`config.mk`:
```
export PLATFORM = sky130hd
export DESIGN_NAME = ppi_port
export DESIGN_NICKNAME = d
export VERILOG_FILES = /design/src/verilog/ppi_pkg.sv /design/src/verilog/ppi_sync2.sv /design/src/verilog/ppi_port.sv
export SDC_FILE = /design/constraint.sdc
export NUM_CORES = 1
export LEC_CHECK = 0
export BUFFER_PORTS_ARGS = -buffer_cell sky130_fd_sc_hd__buf_2
export CAP_MARGIN = 10
export CORE_MARGIN = 2
export CORE_UTILIZATION = 45
export CTS_BUF_LIST = sky130_fd_sc_hd__clkbuf_8
export CTS_CLUSTER_DIAMETER = 60
export DETAILED_ROUTE_END_ITERATION = 10
export PLACE_DENSITY = 0.69
export SYNTH_ARGS = -nofsm -noshare
export SYNTH_HDL_FRONTEND = slang
export SYNTH_SLANG_ARGS = --single-unit
```
`constraint.sdc`:
```
create_clock -name ref_clk -period 5.72 [get_ports ref_clk]
set_clock_uncertainty 0.1 [all_clocks]
set_input_delay 0.858 -clock ref_clk [delete_from_list [all_inputs] [get_ports ref_clk]]
set_output_delay 0.858 -clock ref_clk [all_outputs]
set_load 0.01 [all_outputs]
```
`src/verilog/ppi_pkg.sv`:
```
package ppi_pkg;

    // ----------------------------------------------------------
    // Register offsets (byte addresses)
    // ----------------------------------------------------------
    localparam logic [7:0] A_DATA  = 8'h00;  // Port data byte
    localparam logic [7:0] A_STAT  = 8'h04;  // Pin status, read only
    localparam logic [7:0] A_CTRL  = 8'h08;  // Pin control
    localparam logic [7:0] A_EADDR = 8'h0c;  // EPP address cycle
    localparam logic [7:0] A_EDATA = 8'h10;  // EPP data cycle
    localparam logic [7:0] A_ISTAT = 8'h14;  // Sticky events, W1C
    localparam logic [7:0] A_IMASK = 8'h18;  // Event enables

    // ----------------------------------------------------------
    // Field positions
    // ----------------------------------------------------------
    localparam int CB_STRB = 0;  // 1: drive data strobe low
    localparam int CB_AFD  = 1;  // 1: drive autofeed low
    localparam int CB_INIT = 2;  // 0: drive init low, 1: release
    localparam int CB_SEL  = 3;  // 1: drive select low
    localparam int CB_DIR  = 5;  // 1: data lines are input
    localparam int CB_EPP  = 7;  // 1: EPP mode
    localparam int SB_EBSY = 0;  // EPP cycle in progress
    localparam int SB_ERR  = 3;  // Error pin level
    localparam int SB_SELD = 4;  // Selected pin level
    localparam int SB_PAPR = 5;  // Paper-out pin level
    localparam int SB_ACK  = 6;  // Acknowledge pin level
    localparam int SB_BUSY = 7;  // Busy/wait pin level
    localparam int IB_ACK  = 0;  // Acknowledge pulse seen
    localparam int IB_ERR  = 1;  // Error asserted
    localparam int IB_TO   = 2;  // EPP cycle aborted
    localparam int IB_PAPR = 3;  // Paper ran out

    // ----------------------------------------------------------
    // Reset values
    // ----------------------------------------------------------
    localparam logic [7:0] CTRL_RST  = 8'h00;
    localparam logic [7:0] DATA_RST  = 8'h00;
    localparam logic [3:0] IMASK_RST = 4'h0;

    // ----------------------------------------------------------
    // Timing
    // ----------------------------------------------------------
    localparam int CLK_PERIOD_NS = 100;    // ref_clk period
    localparam int EPP_TO_NS     = 10000;  // Longest wait extension
    localparam int EPP_TO_CYC    = (EPP_TO_NS / CLK_PERIOD_NS > 0) ? EPP_TO_NS / CLK_PERIOD_NS : 1;
    localparam logic [7:0] TO_LAST = 8'(EPP_TO_CYC - 1);

    // EPP cycle sequencer states
    typedef enum logic [1:0] {
        ST_IDLE  = 2'b00,
        ST_SETUP = 2'b01,
        ST_STRB  = 2'b10,
        ST_DONE  = 2'b11
    } ppi_state_e;

endpackage

```
`src/verilog/ppi_sync2.sv`:
```
// Two-stage synchroniser for asynchronous pin levels
module ppi_sync2 #(
    parameter int WIDTH = 1
) (
    input  wire logic             ref_clk,
    input  wire logic             rst,
    input  wire logic [WIDTH-1:0] din,
    output logic      [WIDTH-1:0] dout
);
    logic [WIDTH-1:0] meta_reg;  // First stage, read only by dout

    // Capture then retime
    always_ff @(posedge ref_clk) begin
        if (rst) begin
            meta_reg <= '0;
            dout     <= '0;
        end else begin
            meta_reg <= din;
            dout     <= meta_reg;
        end
    end
endmodule // ppi_sync2

```
`src/verilog/ppi_port.sv`:
```
// Summary of operation
// - Strobe low marks valid data byte
// - Control bit zero releases strobe, select
// - Init low resets; bit one releases
// - Select low selects printer per bit
// - EPP address strobe; abort returns high
// - EPP write strobe low; abort forces high
// - Data lines driven out, sampled in
// - EPP data strobe; abort returns high
module ppi_port
    import ppi_pkg::*;
(
    input  wire logic        ref_clk,
    input  wire logic        rst,
    input  wire logic        psel,
    input  wire logic        penable,
    input  wire logic        pwrite,
    input  wire logic [7:0]  paddr,
    input  wire logic [31:0] pwdata,
    output logic      [31:0] prdata,
    output logic             pready,
    output logic             pslverr,
    output logic             irq,
    input  wire logic [7:0]  port_data_lines_in,
    output logic      [7:0]  port_data_lines_out,
    output logic             port_data_lines_oe_n,
    output logic             data_strobe_or_write_strobe_out,
    output logic             data_strobe_or_write_strobe_oe_n,
    output logic             autofeed_or_data_strobe_out,
    output logic             autofeed_or_data_strobe_oe_n,
    output logic             select_in_or_addr_strobe_out,
    output logic             select_in_or_addr_strobe_oe_n,
    output logic             init_out,
    output logic             init_oe_n,
    input  wire logic        error_n_in,
    input  wire logic        paper_out_in,
    input  wire logic        printer_selected_in,
    input  wire logic        ack_n_in,
    input  wire logic        busy_or_wait_n_in
);

    // ----------------------------------------------------------
    // Pin synchronisers
    // ----------------------------------------------------------
    logic [12:0] pins_s;       // Retimed pin levels
    logic [7:0]  pd_s;         // Data lines
    logic        err_s;        // Error, low active
    logic        paper_s;      // Paper out
    logic        sel_s;        // Printer selected
    logic        ack_s;        // Acknowledge, low active
    logic        busy_s;       // Busy, or wait (low = extend)

    ppi_sync2 #(.WIDTH(13)) u_sync (
        .ref_clk (ref_clk),
        .rst     (rst),
        .din     ({busy_or_wait_n_in, ack_n_in, printer_selected_in,
                   paper_out_in, error_n_in, port_data_lines_in}),
        .dout    (pins_s)
    );

    assign pd_s    = pins_s[7:0];
    assign err_s   = pins_s[8];
    assign paper_s = pins_s[9];
    assign sel_s   = pins_s[10];
    assign ack_s   = pins_s[11];
    assign busy_s  = pins_s[12];

    // ----------------------------------------------------------
    // Register state
    // ----------------------------------------------------------
    logic [7:0]  ctrl_reg;     // Pin control
    logic [7:0]  data_reg;     // Outgoing byte
    logic [3:0]  istat_reg;    // Sticky events
    logic [3:0]  imask_reg;    // Event enables
    logic [3:0]  events;       // Event pulses this cycle
    logic        err_d_reg;    // Previous error level
    logic        ack_d_reg;    // Previous ack level
    logic        paper_d_reg;  // Previous paper level
    logic        strobe_reg;   // Compatibility strobe granted
    logic        epp_on;       // EPP mode selected
    logic        setup_ph;     // APB setup cycle
    logic        access_ph;    // APB access, not yet answered
    logic        xfer;         // APB transfer completes
    logic        epp_hit;      // Address is an EPP cycle port
    logic        mapped;       // Address is a plain register
    logic [7:0]  stat_val;     // Live status byte
    logic [31:0] rd_val;       // Plain read data

    assign epp_on    = ctrl_reg[CB_EPP];
    assign setup_ph  = psel & ~penable;
    assign access_ph = psel & penable & ~pready;
    assign xfer      = psel & penable & pready;
    assign epp_hit   = (paddr == A_EADDR) | (paddr == A_EDATA);
    assign mapped    = (paddr == A_DATA) | (paddr == A_STAT) | (paddr == A_CTRL)
                     | (paddr == A_ISTAT) | (paddr == A_IMASK);

    // ----------------------------------------------------------
    // EPP cycle sequencer
    // ----------------------------------------------------------
    ppi_state_e  state_reg;    // Current state
    ppi_state_e  state_next;   // Next state
    logic [7:0]  to_cnt_reg;   // Wait extension counter
    logic        is_wr_reg;    // Cycle is a write
    logic        is_addr_reg;  // Cycle is an address cycle
    logic        cyc_wr;       // Write flag valid from start
    logic        cyc_addr;     // Address flag valid from start
    logic        epp_start;    // Launch a cycle
    logic        abort;        // Extension ran too long
    logic [7:0]  epp_wdat_reg; // Byte to send
    logic [7:0]  epp_rd_reg;   // Byte received

    assign epp_start = access_ph & epp_hit & epp_on & (state_reg == ST_IDLE);
    assign cyc_wr    = (state_reg == ST_IDLE) ? pwrite : is_wr_reg;
    assign cyc_addr  = (state_reg == ST_IDLE) ? (paddr == A_EADDR) : is_addr_reg;

    // Next-state decode
    always_comb begin
        state_next = state_reg;
        abort      = 1'b0;
        case (state_reg)
            ST_IDLE: begin
                if (epp_start) begin
                    state_next = ST_SETUP;
                end
            end
            ST_SETUP: begin
                state_next = ST_STRB;
            end
            ST_STRB: begin
                if (busy_s) begin
                    state_next = ST_DONE;
                end else if (to_cnt_reg == TO_LAST) begin
                    abort      = 1'b1;
                    state_next = ST_IDLE;
                end
            end
            ST_DONE: begin
                state_next = ST_IDLE;
            end
            default: begin
                state_next = ST_IDLE;
            end
        endcase
    end

    // State and cycle attributes
    always_ff @(posedge ref_clk) begin
        if (rst) begin
            state_reg    <= ST_IDLE;
            is_wr_reg    <= 1'b0;
            is_addr_reg  <= 1'b0;
            epp_wdat_reg <= 8'h00;
        end else begin
            state_reg <= state_next;
            if (epp_start) begin
                is_wr_reg    <= pwrite;
                is_addr_reg  <= (paddr == A_EADDR);
                epp_wdat_reg <= pwdata[7:0];
            end
        end
    end

    // Extension timer and read capture
    always_ff @(posedge ref_clk) begin
        if (rst) begin
            to_cnt_reg <= 8'h00;
            epp_rd_reg <= 8'h00;
        end else begin
            if (state_reg == ST_STRB) begin
                to_cnt_reg <= to_cnt_reg + 8'h01;
            end else begin
                to_cnt_reg <= 8'h00;
            end
            if ((state_reg == ST_STRB) && busy_s && !is_wr_reg) begin
                epp_rd_reg <= pd_s;
            end
        end
    end

    // ----------------------------------------------------------
    // APB slave
    // ----------------------------------------------------------
    // Status byte from pin levels and the sequencer busy flag
    always_comb begin
        stat_val          = 8'h00;
        stat_val[SB_EBSY] = (state_reg != ST_IDLE);
        stat_val[SB_ERR]  = err_s;
        stat_val[SB_SELD] = sel_s;
        stat_val[SB_PAPR] = paper_s;
        stat_val[SB_ACK]  = ack_s;
        stat_val[SB_BUSY] = busy_s;
    end

    // Plain register read mux
    always_comb begin
        rd_val = 32'h0000_0000;
        case (paddr)
            A_DATA:  rd_val[7:0] = (ctrl_reg[CB_DIR] || epp_on) ? pd_s : data_reg;
            A_STAT:  rd_val[7:0] = stat_val;
            A_CTRL:  rd_val[7:0] = ctrl_reg;
            A_ISTAT: rd_val[3:0] = istat_reg;
            A_IMASK: rd_val[3:0] = imask_reg;
            default: rd_val = 32'h0000_0000;
        endcase
    end

    // Answer: plain registers with no wait state, EPP ports after cycle when EPP mode is on
    always_ff @(posedge ref_clk) begin
        if (rst) begin
            pready  <= 1'b0;
            prdata  <= 32'h0000_0000;
            pslverr <= 1'b0;
        end else begin
            pready  <= 1'b0;
            pslverr <= 1'b0;
            if (setup_ph && !(epp_hit && epp_on)) begin
                pready  <= 1'b1;
                prdata  <= rd_val;
                pslverr <= ~mapped;
            end else if ((state_reg == ST_DONE) || abort) begin
                pready  <= 1'b1;
                prdata  <= {24'h000000, epp_rd_reg};
                pslverr <= abort;
            end
        end
    end

    // Writable registers
    always_ff @(posedge ref_clk) begin
        if (rst) begin
            ctrl_reg  <= CTRL_RST;
            data_reg  <= DATA_RST;
            imask_reg <= IMASK_RST;
        end else if (xfer && pwrite && !pslverr) begin
            case (paddr)
                A_DATA:  data_reg  <= pwdata[7:0];
                A_CTRL:  ctrl_reg  <= pwdata[7:0];
                A_IMASK: imask_reg <= pwdata[3:0];
                default: ;
            endcase
        end
    end

    // ----------------------------------------------------------
    // Events and interrupt
    // ----------------------------------------------------------
    // Edge history
    always_ff @(posedge ref_clk) begin
        if (rst) begin
            err_d_reg   <= 1'b0;
            ack_d_reg   <= 1'b0;
            paper_d_reg <= 1'b0;
        end else begin
            err_d_reg   <= err_s;
            ack_d_reg   <= ack_s;
            paper_d_reg <= paper_s;
        end
    end

    assign events[IB_ACK]  = ack_d_reg & ~ack_s;
    assign events[IB_ERR]  = err_d_reg & ~err_s;
    assign events[IB_TO]   = abort;
    assign events[IB_PAPR] = ~paper_d_reg & paper_s;

    // Sticky bits, set beats write-one clear
    always_ff @(posedge ref_clk) begin
        if (rst) begin
            istat_reg <= 4'h0;
        end else if (xfer && pwrite && (paddr == A_ISTAT)) begin
            istat_reg <= (istat_reg & ~pwdata[3:0]) | events;
        end else begin
            istat_reg <= istat_reg | events;
        end
    end

    // Level interrupt
    always_ff @(posedge ref_clk) begin
        if (rst) begin
            irq <= 1'b0;
        end else begin
            irq <= |(istat_reg & imask_reg);
        end
    end

    // ----------------------------------------------------------
    // Pin drivers
    // ----------------------------------------------------------
    // strobe held off while busy
    always_ff @(posedge ref_clk) begin
        if (rst) begin
            strobe_reg <= 1'b0;
        end else if (!ctrl_reg[CB_STRB] || epp_on) begin
            strobe_reg <= 1'b0;
        end else if (!busy_s) begin
            strobe_reg <= 1'b1;
        end
    end

    // Registered pin levels and enables
    always_ff @(posedge ref_clk) begin
        if (rst) begin
            data_strobe_or_write_strobe_out  <= 1'b0;
            data_strobe_or_write_strobe_oe_n <= 1'b1;
            autofeed_or_data_strobe_out      <= 1'b0;
            autofeed_or_data_strobe_oe_n     <= 1'b1;
            select_in_or_addr_strobe_out     <= 1'b0;
            select_in_or_addr_strobe_oe_n    <= 1'b1;
            init_out                         <= 1'b0;
            init_oe_n                        <= 1'b0;
            port_data_lines_out              <= 8'h00;
            port_data_lines_oe_n             <= 1'b1;
        end else begin
            init_out  <= 1'b0;
            init_oe_n <= ctrl_reg[CB_INIT];
            if (epp_on) begin
                select_in_or_addr_strobe_out  <= ~((state_next == ST_STRB) & cyc_addr);
                select_in_or_addr_strobe_oe_n <= 1'b0;
                autofeed_or_data_strobe_out   <= ~((state_next == ST_STRB) & ~cyc_addr);
                autofeed_or_data_strobe_oe_n  <= 1'b0;
                data_strobe_or_write_strobe_out  <= ~(((state_next == ST_SETUP) |
                                                      (state_next == ST_STRB)) & cyc_wr);
                data_strobe_or_write_strobe_oe_n <= 1'b0;
                port_data_lines_out  <= (state_reg == ST_IDLE) ? pwdata[7:0] : epp_wdat_reg;
                port_data_lines_oe_n <= ~((state_next != ST_IDLE) & cyc_wr);
            end else begin
                data_strobe_or_write_strobe_out  <= 1'b0;
                data_strobe_or_write_strobe_oe_n <= ~strobe_reg;
                autofeed_or_data_strobe_out      <= 1'b0;
                autofeed_or_data_strobe_oe_n     <= ~ctrl_reg[CB_AFD];
                select_in_or_addr_strobe_out     <= 1'b0;
                select_in_or_addr_strobe_oe_n    <= ~ctrl_reg[CB_SEL];
                port_data_lines_out  <= data_reg;
                port_data_lines_oe_n <= ctrl_reg[CB_DIR];
            end
        end
    end

    // ----------------------------------------------------------
    // Assertions
    // ----------------------------------------------------------
    a_strobe_busy_gate: assert property (
        @(posedge ref_clk) disable iff (rst)
        (!epp_on && $fell(data_strobe_or_write_strobe_oe_n)) |-> !$past(busy_s, 2))
        else $error("Strobe started while busy");

    a_strobe_release: assert property (
        @(posedge ref_clk) disable iff (rst)
        (!ctrl_reg[CB_EPP] && !ctrl_reg[CB_STRB]) |=> ##1 data_strobe_or_write_strobe_oe_n)
        else $error("Strobe not released");

    a_init_drive: assert property (
        @(posedge ref_clk) disable iff (rst)
        ctrl_reg[CB_INIT] |=> (init_oe_n == $past(ctrl_reg[CB_INIT])) && !init_out)
        else $error("Init not following control bit");

    a_select_drive: assert property (
        @(posedge ref_clk) disable iff (rst)
        (!epp_on && ctrl_reg[CB_SEL]) |=> !select_in_or_addr_strobe_oe_n && !select_in_or_addr_strobe_out)
        else $error("Select not driven low");

    a_addr_abort: assert property (
        @(posedge ref_clk) disable iff (rst)
        (abort && epp_on) |=> select_in_or_addr_strobe_out && (state_reg == ST_IDLE))
        else $error("Address strobe not high after abort");

    a_write_abort: assert property (
        @(posedge ref_clk) disable iff (rst)
        (abort && epp_on) |=> data_strobe_or_write_strobe_out && pslverr && pready)
        else $error("Write strobe not high after abort");

    a_write_low: assert property (
        @(posedge ref_clk) disable iff (rst)
        (state_reg == ST_STRB && is_wr_reg && epp_on) |-> !data_strobe_or_write_strobe_out)
        else $error("Write strobe not low in write cycle");

    a_data_abort: assert property (
        @(posedge ref_clk) disable iff (rst)
        (abort && epp_on) |=> autofeed_or_data_strobe_out)
        else $error("Data strobe not high after abort");

    a_data_drive: assert property (
        @(posedge ref_clk) disable iff (rst)
        (!epp_on && !ctrl_reg[CB_DIR]) |=> !port_data_lines_oe_n && (port_data_lines_out == $past(data_reg)))
        else $error("Data lines not driven");

    a_wait_hold: assert property (
        @(posedge ref_clk) disable iff (rst)
        (state_reg == ST_STRB && !busy_s && !abort) |=> (state_reg == ST_STRB))
        else $error("Cycle ended during wait");

    a_error_event: assert property (
        @(posedge ref_clk) disable iff (rst)
        $fell(err_s) |=> istat_reg[IB_ERR])
        else $error("Error event not latched");

endmodule // ppi_port

```
==> impl_metrics.json, run 1 <==
{
  "crit_path_cell_trace": "buf_2 > or3_4 > nor2_1 > nand4_1 > and2_1 > ha_1 > nor3b_1 > o21ai_0",
  "regArea_um2": 2180,
  "cts_resized": 0,
  "slew_violations": 0,
  "area_growth_pct": 10.5,
  "yosys_warnings": 0,
  "critPathMaxStageDelay_ns": 0.73,
  "p_switching_uw": 288,
  "yosys.area.top_type": "dfxtp_1",
  "numClockSinks": 109,
  "grt_antenna_before_repair": 0,
  "synth_edf_count": 0,
  "setup_viol": 0,
  "drt_iter0_drc": 180,
  "clkPwrFrac_pct": 35.4,
  "insertion_delay_ns": 0.36,
  "endpoint_kind": "register",
  "grt_pass1_wl_um": 16100,
  "dieArea_um2": 10800,
  "worst-endpoint-required_ns": 5.83,
  "drcViolationCount": 0,
  "hpwlAfterDp_um": 7200,
  "path_class": "primary input to register",
  "ant_nets": 0,
  "grt_pass1_vias": 3173,
  "worst-path-stages": 8,
  "irDropWorstVdd_v": 0.000149,
  "ioPinCount": 110,
  "cp-start-kind": "primary input",
  "p_leak_nw": 2.13,
  "fillers": 926,
  "root_buffer": "clkbuf_8",
  "cts_buffers": 9,
  "power_density_nw_per_um2": 266,
  "synth_area_um2": 4500,
  "core_um2": 9730,
  "post-route-period-util_pct": 58.0,
  "crit_slowest_cell": "nand4_1",
  "timing_hold_violations_final": 0,
  "avgViaCountPerCell": 5.08,
  "final_layout_size_suffix_gt1_share_pct": 18.6,
  "multi_input_area_um2": 2090,
  "synthTopCellsByCount": "109 x dfxtp_1, 68 x nor2_1, 42 x mux2i_1",
  "tritoncts": "done",
  "fin_util_pct": 51.1,
  "status": "completed",
  "rsz0062_at_grt": "false",
  "swShare_pct": 21.8,
  "path_delay_family": "simple AND/OR/NAND/NOR gates",
  "cap_violations": 0,
  "fmax_ghz": 0.302,
  "wirelength_um": 10000,
  "ff2ff_path_depth": 8,
  "worst-path-buf-inv": 1,
  "synth_flop_cell": "dfxtp_1",
  "cts_max_path_buffers": 2,
  "power.total_mw": 1.32,
  "holdPathStages": 1,
  "io_buffers": 60,
  "drt-pass1-iter-count": 5,
  "cts.clk_slew.worst_paths_ns": 0.09,
  "rows": 36,
  "globalRouteTotalUtil_pct": 18.5,
  "slew_headroom_pct": 43.1,
  "yosysMostFrequentCell": "dfxtp_1",
  "vias": 3356,
  "placed_cells": 648,
  "finalCriticalPeriod_ns": 3.32,
  "setup_tns_ns": 0,
  "comb_power_share_pct": 5.7,
  "start_util_pct": 46.3,
  "worst-endpoint-arrival_ns": 3.42,
  "ys_seq_area_share_pct": 48.5,
  "cts_setup_buffers": 0,
  "grt_max_degree": 89,
  "die_x_um": 104,
  "pwr-share-seq_pct": 58.9,
  "tightest_slew_ns": 0.853,
  "syn_inst": 477,
  "gp_congestion": 0.841,
  "ys_ff_latch": 109,
  "die_y_um": 104,
  "synth_cell_type_count": 54,
  "overflow": 0,
  "synth.area.top_cells": "dfxtp_1 48%, mux2i_1 9.3%, nor2_1 5.7%",
  "cp_max_fo": 11,
  "yosysTopAreaCellShare_pct": 48.5,
  "num_antenna_cells": 0,
  "layout.nets": 587,
  "h-tree-depth": 3,
  "wl_per_cell_um": 15.2,
  "p_int_mw": 1.04,
  "layout.cells.non_filler": 660,
  "holdBufCountCts": 0,
  "syn_avg_cell_area_um2": 9.44,
  "hp-class": "register to register",
  "async_flop_share_pct": 0
}
[cell type report]
type / count / area share (%)
clock buffer: 9 / 2.49
clock inverter: 3 / 1.31
inverter: 5 / 0.377
multi-input combinational: 338 / 42.1
sequential: 109 / 43.9
tap: 133 / 3.35
timing repair buffer: 63 / 6.49
[path summary, 6_finish.rpt]
kind                                         start                    to  slack [ns]
worst max-delay path                      paddr[5]  port_data_lines_oe_n        2.40
worst min-delay path            u_sync.meta_reg[8]        u_sync.dout[8]        0.34
worst max register to register        state_reg[1]  port_data_lines_oe_n        2.87
worst min register to register  u_sync.meta_reg[8]        u_sync.dout[8]        0.34
[power groups by stage]
stage / logic (mW) / clock network [mW] / registers, mW
after global routing: 0.0830 / 0.509 / 0.782
after floorplan: 0.0578 / 0 / 0.797
after detailed placement: 0.0746 / 0 / 0.798
after CTS: 0.0749 / 0.482 / 0.780
final: 0.0750 / 0.469 / 0.780
after global placement: 0.0734 / 0 / 0.798
[per-stage QoR]
step	cell area [um2]	worst slack, ns	hold slack (ns)
floorplan	4590	3.26	0.314
global placement	4780	2.07	0.317
detailed placement	4780	1.97	0.324
CTS	4970	2.35	0.346
global route	4970	2.20	0.357
finish	4970	2.40	0.341
[cell families after synthesis]
group | Yosys count | synth area share [%]
xor gates and xnor gates | 5 | 0.973
AOI/OAI and AO/OA | 81 | 11.6
muxes | 49 | 11.1
adders and majority gates | 3 | 0.834
and+or+nand+nor | 175 | 19.9
buffers and inverters | 54 | 7.03
other | 1 | 0.0833
DFF | 109 | 48.5
[cells in the final DEF, fill, tap and decap left out, drive strengths merged, types with 2 or more instances in the layout]
master	n
conb	25
bufinv	2
o31ai	3
mux2	7
nor4b	2
or3	3
xnor2	2
a311oi	8
o21a	4
o221a	4
nand2b	3
nor3	4
nor2b	39
xor2	3
nand2	30
nor2	70
o21ai	28
and3	3
dfxtp	109
a22oi	8
or2	2
mux2i	42
inv	5
a21oi	19
nand3	5
nand4	4
nor3b	3
ha	3
clkbuf	9
buf	63
[per-layer routing]
metal	wire length (um)	up-vias	GRT usage, %
met3	540	10	3.88
met5	0	-	0
met4	110	0	5.31
li1	-	1676	-
met1	4700	1566	25.1
met2	4650	104	29.8
No activity file was read; power rests on OpenSTA's default activity.
==> run 2, diff against run 1 <==
--- a/config.mk
+++ b/config.mk
@@ -12,7 +12,7 @@
 export CTS_BUF_LIST = sky130_fd_sc_hd__clkbuf_8
 export CTS_CLUSTER_DIAMETER = 60
 export DETAILED_ROUTE_END_ITERATION = 10
-export PLACE_DENSITY = 0.69
+export PLACE_DENSITY = 0.72
 export SYNTH_ARGS = -nofsm -noshare
 export SYNTH_HDL_FRONTEND = slang
 export SYNTH_SLANG_ARGS = --single-unit
==> constraint.sdc (replaced) <==
create_clock -name ref_clk -period 2.74 [get_ports ref_clk]
set_clock_uncertainty 0.1 [all_clocks]
set_input_delay 0.411 -clock ref_clk [delete_from_list [all_inputs] [get_ports ref_clk]]
set_output_delay 0.411 -clock ref_clk [all_outputs]
set_load 0.01 [all_outputs]
==> impl_metrics.json, run 2 (same netlist as run 1, synthesis figures left out) <==
{
  "worst-endpoint-required_ns": 2.85,
  "cap_violations": 0,
  "fmax_ghz": 0.421,
  "gp_congestion": 0.928,
  "cts.clk_slew.worst_paths_ns": 0.10,
  "holdPathStages": 2,
  "final_common_cell": "dfxtp_1",
  "hold_path.startpoint": "ack_n_in",
  "clkPwrFrac_pct": 35.3,
  "placed_cell_area_um2": 4840,
  "endpoint_kind": "register",
  "avgViaCountPerCell": 5.04,
  "die_x_um": 104,
  "numClockSinks": 109,
  "post-route-period-util_pct": 86.7,
  "hpwlAfterDp_um": 7280,
  "p_leak_nw": 2.17,
  "cts_resized": 0,
  "timing_hold_violations_final": 0,
  "fin_util_pct": 51.8,
  "final_area_um2": 5040,
  "slew_headroom_pct": 64.2,
  "tightest_slew_ns": 0.537,
  "ant_nets": 0,
  "insertion_delay_ns": 0.37,
  "path_class": "register to register",
  "overflow": 0,
  "setup_tns_ns": 0,
  "area_growth_pct": 12.0,
  "wl_per_cell_um": 14.7,
  "grt_max_degree": 36,
  "status": "completed",
  "r2r_end": "port_data_lines_oe_n",
  "rows": 36,
  "ff2ff_path_depth": 8,
  "grt_antenna_before_repair": 0,
  "drt_iter0_drc": 154,
  "die_y_um": 104,
  "pre_cts_ws_ns": 0.403,
  "core_um2": 9730,
  "rsz0062_at_grt": "false",
  "globalRouteTotalUtil_pct": 18.7,
  "root_buffer": "clkbuf_8",
  "swShare_pct": 22.6,
  "finalCriticalPeriod_ns": 2.37,
  "holdWs_ns": 0.151,
  "whs_endpoint": "u_sync.meta_reg[11]",
  "num_antenna_cells": 0,
  "tritoncts": "done",
  "irDropWorstVdd_v": 0.000324,
  "holdBufCountCts": 0,
  "power_density_nw_per_um2": 548,
  "cts_max_path_buffers": 2,
  "wirelength_um": 9850,
  "worst-endpoint-arrival_ns": 2.48,
  "setup_viol": 0,
  "cp_max_fo": 10,
  "slew_violations": 0,
  "reg2reg_slack_ns": 0.37,
  "hp-class": "primary input to register",
  "comb_power_share_pct": 5.8,
  "cts_setup_buffers": 0,
  "setup_ws_ns": 0.366,
  "layout_common_cells": "109 x dfxtp_1, 68 x nor2_1, 60 x buf_2, 42 x mux2i_1, 39 x nor2b_1",
  "cp-start-kind": "register",
  "p_switching_uw": 624,
  "layout.nets": 595,
  "io_buffers": 60,
  "grt_pass1_wl_um": 16100,
  "drcViolationCount": 0,
  "cts_buffers": 9,
  "ioPinCount": 110,
  "drt-pass1-iter-count": 4,
  "vias": 3381,
  "dieArea_um2": 10800,
  "timing.rr.start": "to_cnt_reg[0]",
  "h-tree-depth": 3,
  "final_layout_size_suffix_gt1_share_pct": 20.1,
  "pwr-share-seq_pct": 58.9,
  "p_int_mw": 2.14,
  "grt_pass1_vias": 3133,
  "start_util_pct": 46.3
}
==> run 2: area by class of cell <==
cell class | count | area [um2]
fillers | 935 | 4690
repair buffers | 71 | 383
flip-flops and latches | 109 | 2180
inverters | 5 | 18.8
multi-input cells | 338 | 2090
clock inverters | 4 | 48.8
clock buffers | 11 | 151
well taps | 133 | 166
==> run 2: power groups by stage <==
stage          Clock (mW)  Sequential, mW  Combinational, mW
3_5_place_dp            0            1.66              0.161
2_1_floorplan           0            1.66              0.121
3_3_place_gp            0            1.66              0.158
6_report            0.974            1.63              0.161
5_1_grt              1.06            1.63              0.179
4_1_cts             0.997            1.63              0.161
==> run 2: metal layers <==
layer / part of all wire [%] / GRT usage (%)
met1: 46 / 24.6
met5: 0 / 0
met2: 47 / 30.4
met3: 4.7 / 3.26
met4: 2.4 / 8.20
==> run 2: worst max-delay path by stage <==
stage | from | endpoint | slack [ns]
after floorplan | paddr[5] | port_data_lines_oe_n | 0.73
after global placement | to_cnt_reg[0] | port_data_lines_oe_n | 0.46
after detailed placement | to_cnt_reg[0] | port_data_lines_oe_n | 0.40
after CTS | to_cnt_reg[0] | port_data_lines_oe_n | 0.37
after global routing | to_cnt_reg[0] | data_strobe_or_write_strobe_out | 0.11
final | to_cnt_reg[0] | port_data_lines_oe_n | 0.37
==> run 2: worst max-delay path, stage by stage, from the launching register on <==
cell and delay, ns:
dfxtp_1 0.35, ha_1 0.23, nor4b_2 0.18, a41oi_1 0.23, nand2b_1 0.35, o21ai_0 0.26
ha_1 0.24, nor3b_1 0.18, o21ai_0 0.11
==> run 2: metrics by stage <==
step           total power [mW]  cells
2_1_floorplan              1.78    501
3_3_place_gp               1.82    656
3_5_place_dp               1.83    656
4_1_cts                    2.79    671
5_1_grt                    2.87    671
6_report                   2.76    671
==> run 3, diff against run 2 <==
--- a/config.mk
+++ b/config.mk
@@ -6,7 +6,6 @@
 export NUM_CORES = 1
 export LEC_CHECK = 0
 export BUFFER_PORTS_ARGS = -buffer_cell sky130_fd_sc_hd__buf_2
-export CAP_MARGIN = 10
 export CORE_MARGIN = 2
 export CORE_UTILIZATION = 45
 export CTS_BUF_LIST = sky130_fd_sc_hd__clkbuf_8
@@ -15,4 +14,5 @@
 export PLACE_DENSITY = 0.72
 export SYNTH_ARGS = -nofsm -noshare
 export SYNTH_HDL_FRONTEND = slang
+export SYNTH_HIERARCHICAL = 1
 export SYNTH_SLANG_ARGS = --single-unit
==> impl_metrics.json, run 3 <==
{
  "rows": 36,
  "hp-class": "primary input to register",
  "cp_max_fo": 4,
  "cts.clk_slew.worst_paths_ns": 0.10,
  "holdBufCountCts": 0,
  "area_growth_pct": 12.4,
  "wl_per_cell_um": 14.3,
  "num_antenna_cells": 0,
  "ys_ff_latch": 109,
  "setup_tns_ns": 0,
  "p_leak_nw": 2.12,
  "io_buffers": 60,
  "async_flop_share_pct": 0,
  "syn_inst": 498,
  "power_density_nw_per_um2": 528,
  "numClockSinks": 109,
  "irDropWorstVdd_v": 0.000324,
  "synth_cell_type_count": 49,
  "tightest_slew_ns": 0.574,
  "cts_resized": 0,
  "layout.cells.non_filler": 695,
  "post-route-period-util_pct": 90.9,
  "final_common_cell": "dfxtp_1",
  "worst-endpoint-arrival_ns": 2.66,
  "tritoncts": "done",
  "timing.rr.start": "to_cnt_reg[0]",
  "gp_congestion": 0.978,
  "yosysMostFrequentCell": "dfxtp_1",
  "endpoint_kind": "register",
  "pre_cts_ws_ns": 0.238,
  "globalRouteTotalUtil_pct": 18.6,
  "die_x_um": 104,
  "cts_buffers": 9,
  "die_y_um": 104,
  "use_met2_pct": 28.6,
  "cts_max_path_buffers": 2,
  "placed_cells": 679,
  "synth.area.top_cells": "dfxtp_1 48%, mux2i_1 6.2%, nand2_1 5.6%",
  "finalCriticalPeriod_ns": 2.49,
  "synth_edf_count": 0,
  "cap_violations": 0,
  "hpwlAfterDp_um": 7350,
  "slew_violations": 0,
  "yosysTopAreaCellShare_pct": 48.2,
  "synth_flop_cell": "dfxtp_1",
  "dieArea_um2": 10900,
  "ant_nets": 0,
  "root_buffer": "clkbuf_8",
  "cts_setup_buffers": 0,
  "drcViolationCount": 0,
  "layout.nets": 618,
  "path_class": "register to register",
  "worst-endpoint-required_ns": 2.91,
  "drt_iter0_drc": 288,
  "setup_ws_ns": 0.250,
  "yosys_warnings": 6,
  "yosys.area.top_type": "dfxtp_1",
  "cp-start-kind": "register",
  "timing_hold_violations_final": 0,
  "grt_pass1_vias": 3352,
  "setup_viol": 0,
  "ioPinCount": 110,
  "synth_area_um2": 4530,
  "slew_headroom_pct": 61.6,
  "startpoint": "to_cnt_reg[0]",
  "grt_use_met3_pct": 5.26,
  "avgViaCountPerCell": 5.23,
  "core_um2": 9770,
  "syn_avg_cell_area_um2": 9.10,
  "grt_antenna_before_repair": 0,
  "synthTopCellsByCount": "109 x dfxtp_1, 68 x nand2_1, 47 x nor2_1",
  "drt-pass1-iter-count": 6,
  "final_layout_size_suffix_gt1_share_pct": 18.5,
  "rsz0062_at_grt": "false",
  "top_usage_layer": "met2",
  "status": "completed",
  "wirelength_um": 9910,
  "insertion_delay_ns": 0.37,
  "holdWs_ns": 0.144,
  "fmax_ghz": 0.402,
  "h-tree-depth": 3,
  "start_util_pct": 46.3,
  "grt_max_degree": 50,
  "hold_path.startpoint": "port_data_lines_in[2]",
  "layout_common_cells": "109 x dfxtp_1, 68 x nand2_1, 60 x buf_2, 47 x nor2_1, 36 x nor2b_1",
  "overflow": 0,
  "grt_pass1_wl_um": 16300,
  "vias": 3636,
  "use_met1_pct": 25.4,
  "ys_seq_area_share_pct": 48.2
}
==> run 3: cell families (layout without fill, tap and decap cells) <==
kind of cell / count (synthesis) / after routing / synth area share [%]
multiplexers: 32 / 32 / 7.27
flip-flops: 109 / 109 / 48.2
AND/OR/NAND/NOR: 193 / 193 / 21.4
XOR/XNOR: 6 / 6 / 1.16
buffers and inverters: 55 / 95 / 7.13
adder cells (fa/ha/maj): 3 / 3 / 0.829
AO/OA/AOI/OAI: 99 / 99 / 14.0
other: 1 / 25 / 0.0828
==> run 3: report_power, final <==
group | switching (mW) | leakage [nW] | total [mW] | internal, mW
logic | 0.105 | 1.14 | 0.164 | 0.0588
registers | 0.0142 | 0.886 | 1.63 | 1.61
clock network | 0.538 | 0.0982 | 0.901 | 0.362
total | 0.657 | 2.12 | 2.69 | 2.03
==> run 3: path summary, 6_finish.rpt <==
check	to	slack, ns	cells past startpoint
setup / recovery	data_strobe_or_write_strobe_out	0.25	9
hold / removal	u_sync/meta_reg[2]	0.14	2
setup reg to reg	data_strobe_or_write_strobe_out	0.25	9
hold reg to reg	u_sync/dout[11]	0.34	1
==> run 3: layout make-up <==
| type | instances | area [um2] |
|---|---|---|
| Tap cell | 133 | 166 |
| Inverter | 3 | 11.3 |
| Timing Repair Buffer | 76 | 433 |
| Multi-Input combinational cell | 358 | 2110 |
| Fill cell | 935 | 4680 |
| Clock inverter | 6 | 47.5 |
| Sequential cell | 109 | 2180 |
| Clock buffer | 10 | 138 |
==> run 3: layer usage <==
metal	up-vias	wire (um)
li1	1793	-
met1	1673	4660
met2	149	4330
met3	21	731
met4	0	186
met5	-	0
==> run 3: worst max-delay path: stages (launching register included) <==
cell and delay (ns):
dfxtp_1 0.38, ha_1 0.21, or4b_4 0.49, nor4_4 0.33
o21ai_2 0.15, o21ai_0 0.18, inv_1 0.09, ha_1 0.28
nor2_1 0.13, nor2_1 0.05
==> run 3: per-stage QoR <==
stage                     utilization [%]  total power, mW  cell area, um2
after global placement               50.2             1.82            4910
after global routing                 52.1             2.79            5090
after CTS                            52.1             2.71            5090
final                                52.1             2.69            5090
after floorplan                         -             1.78            4620
after detailed placement             50.2             1.82            4910
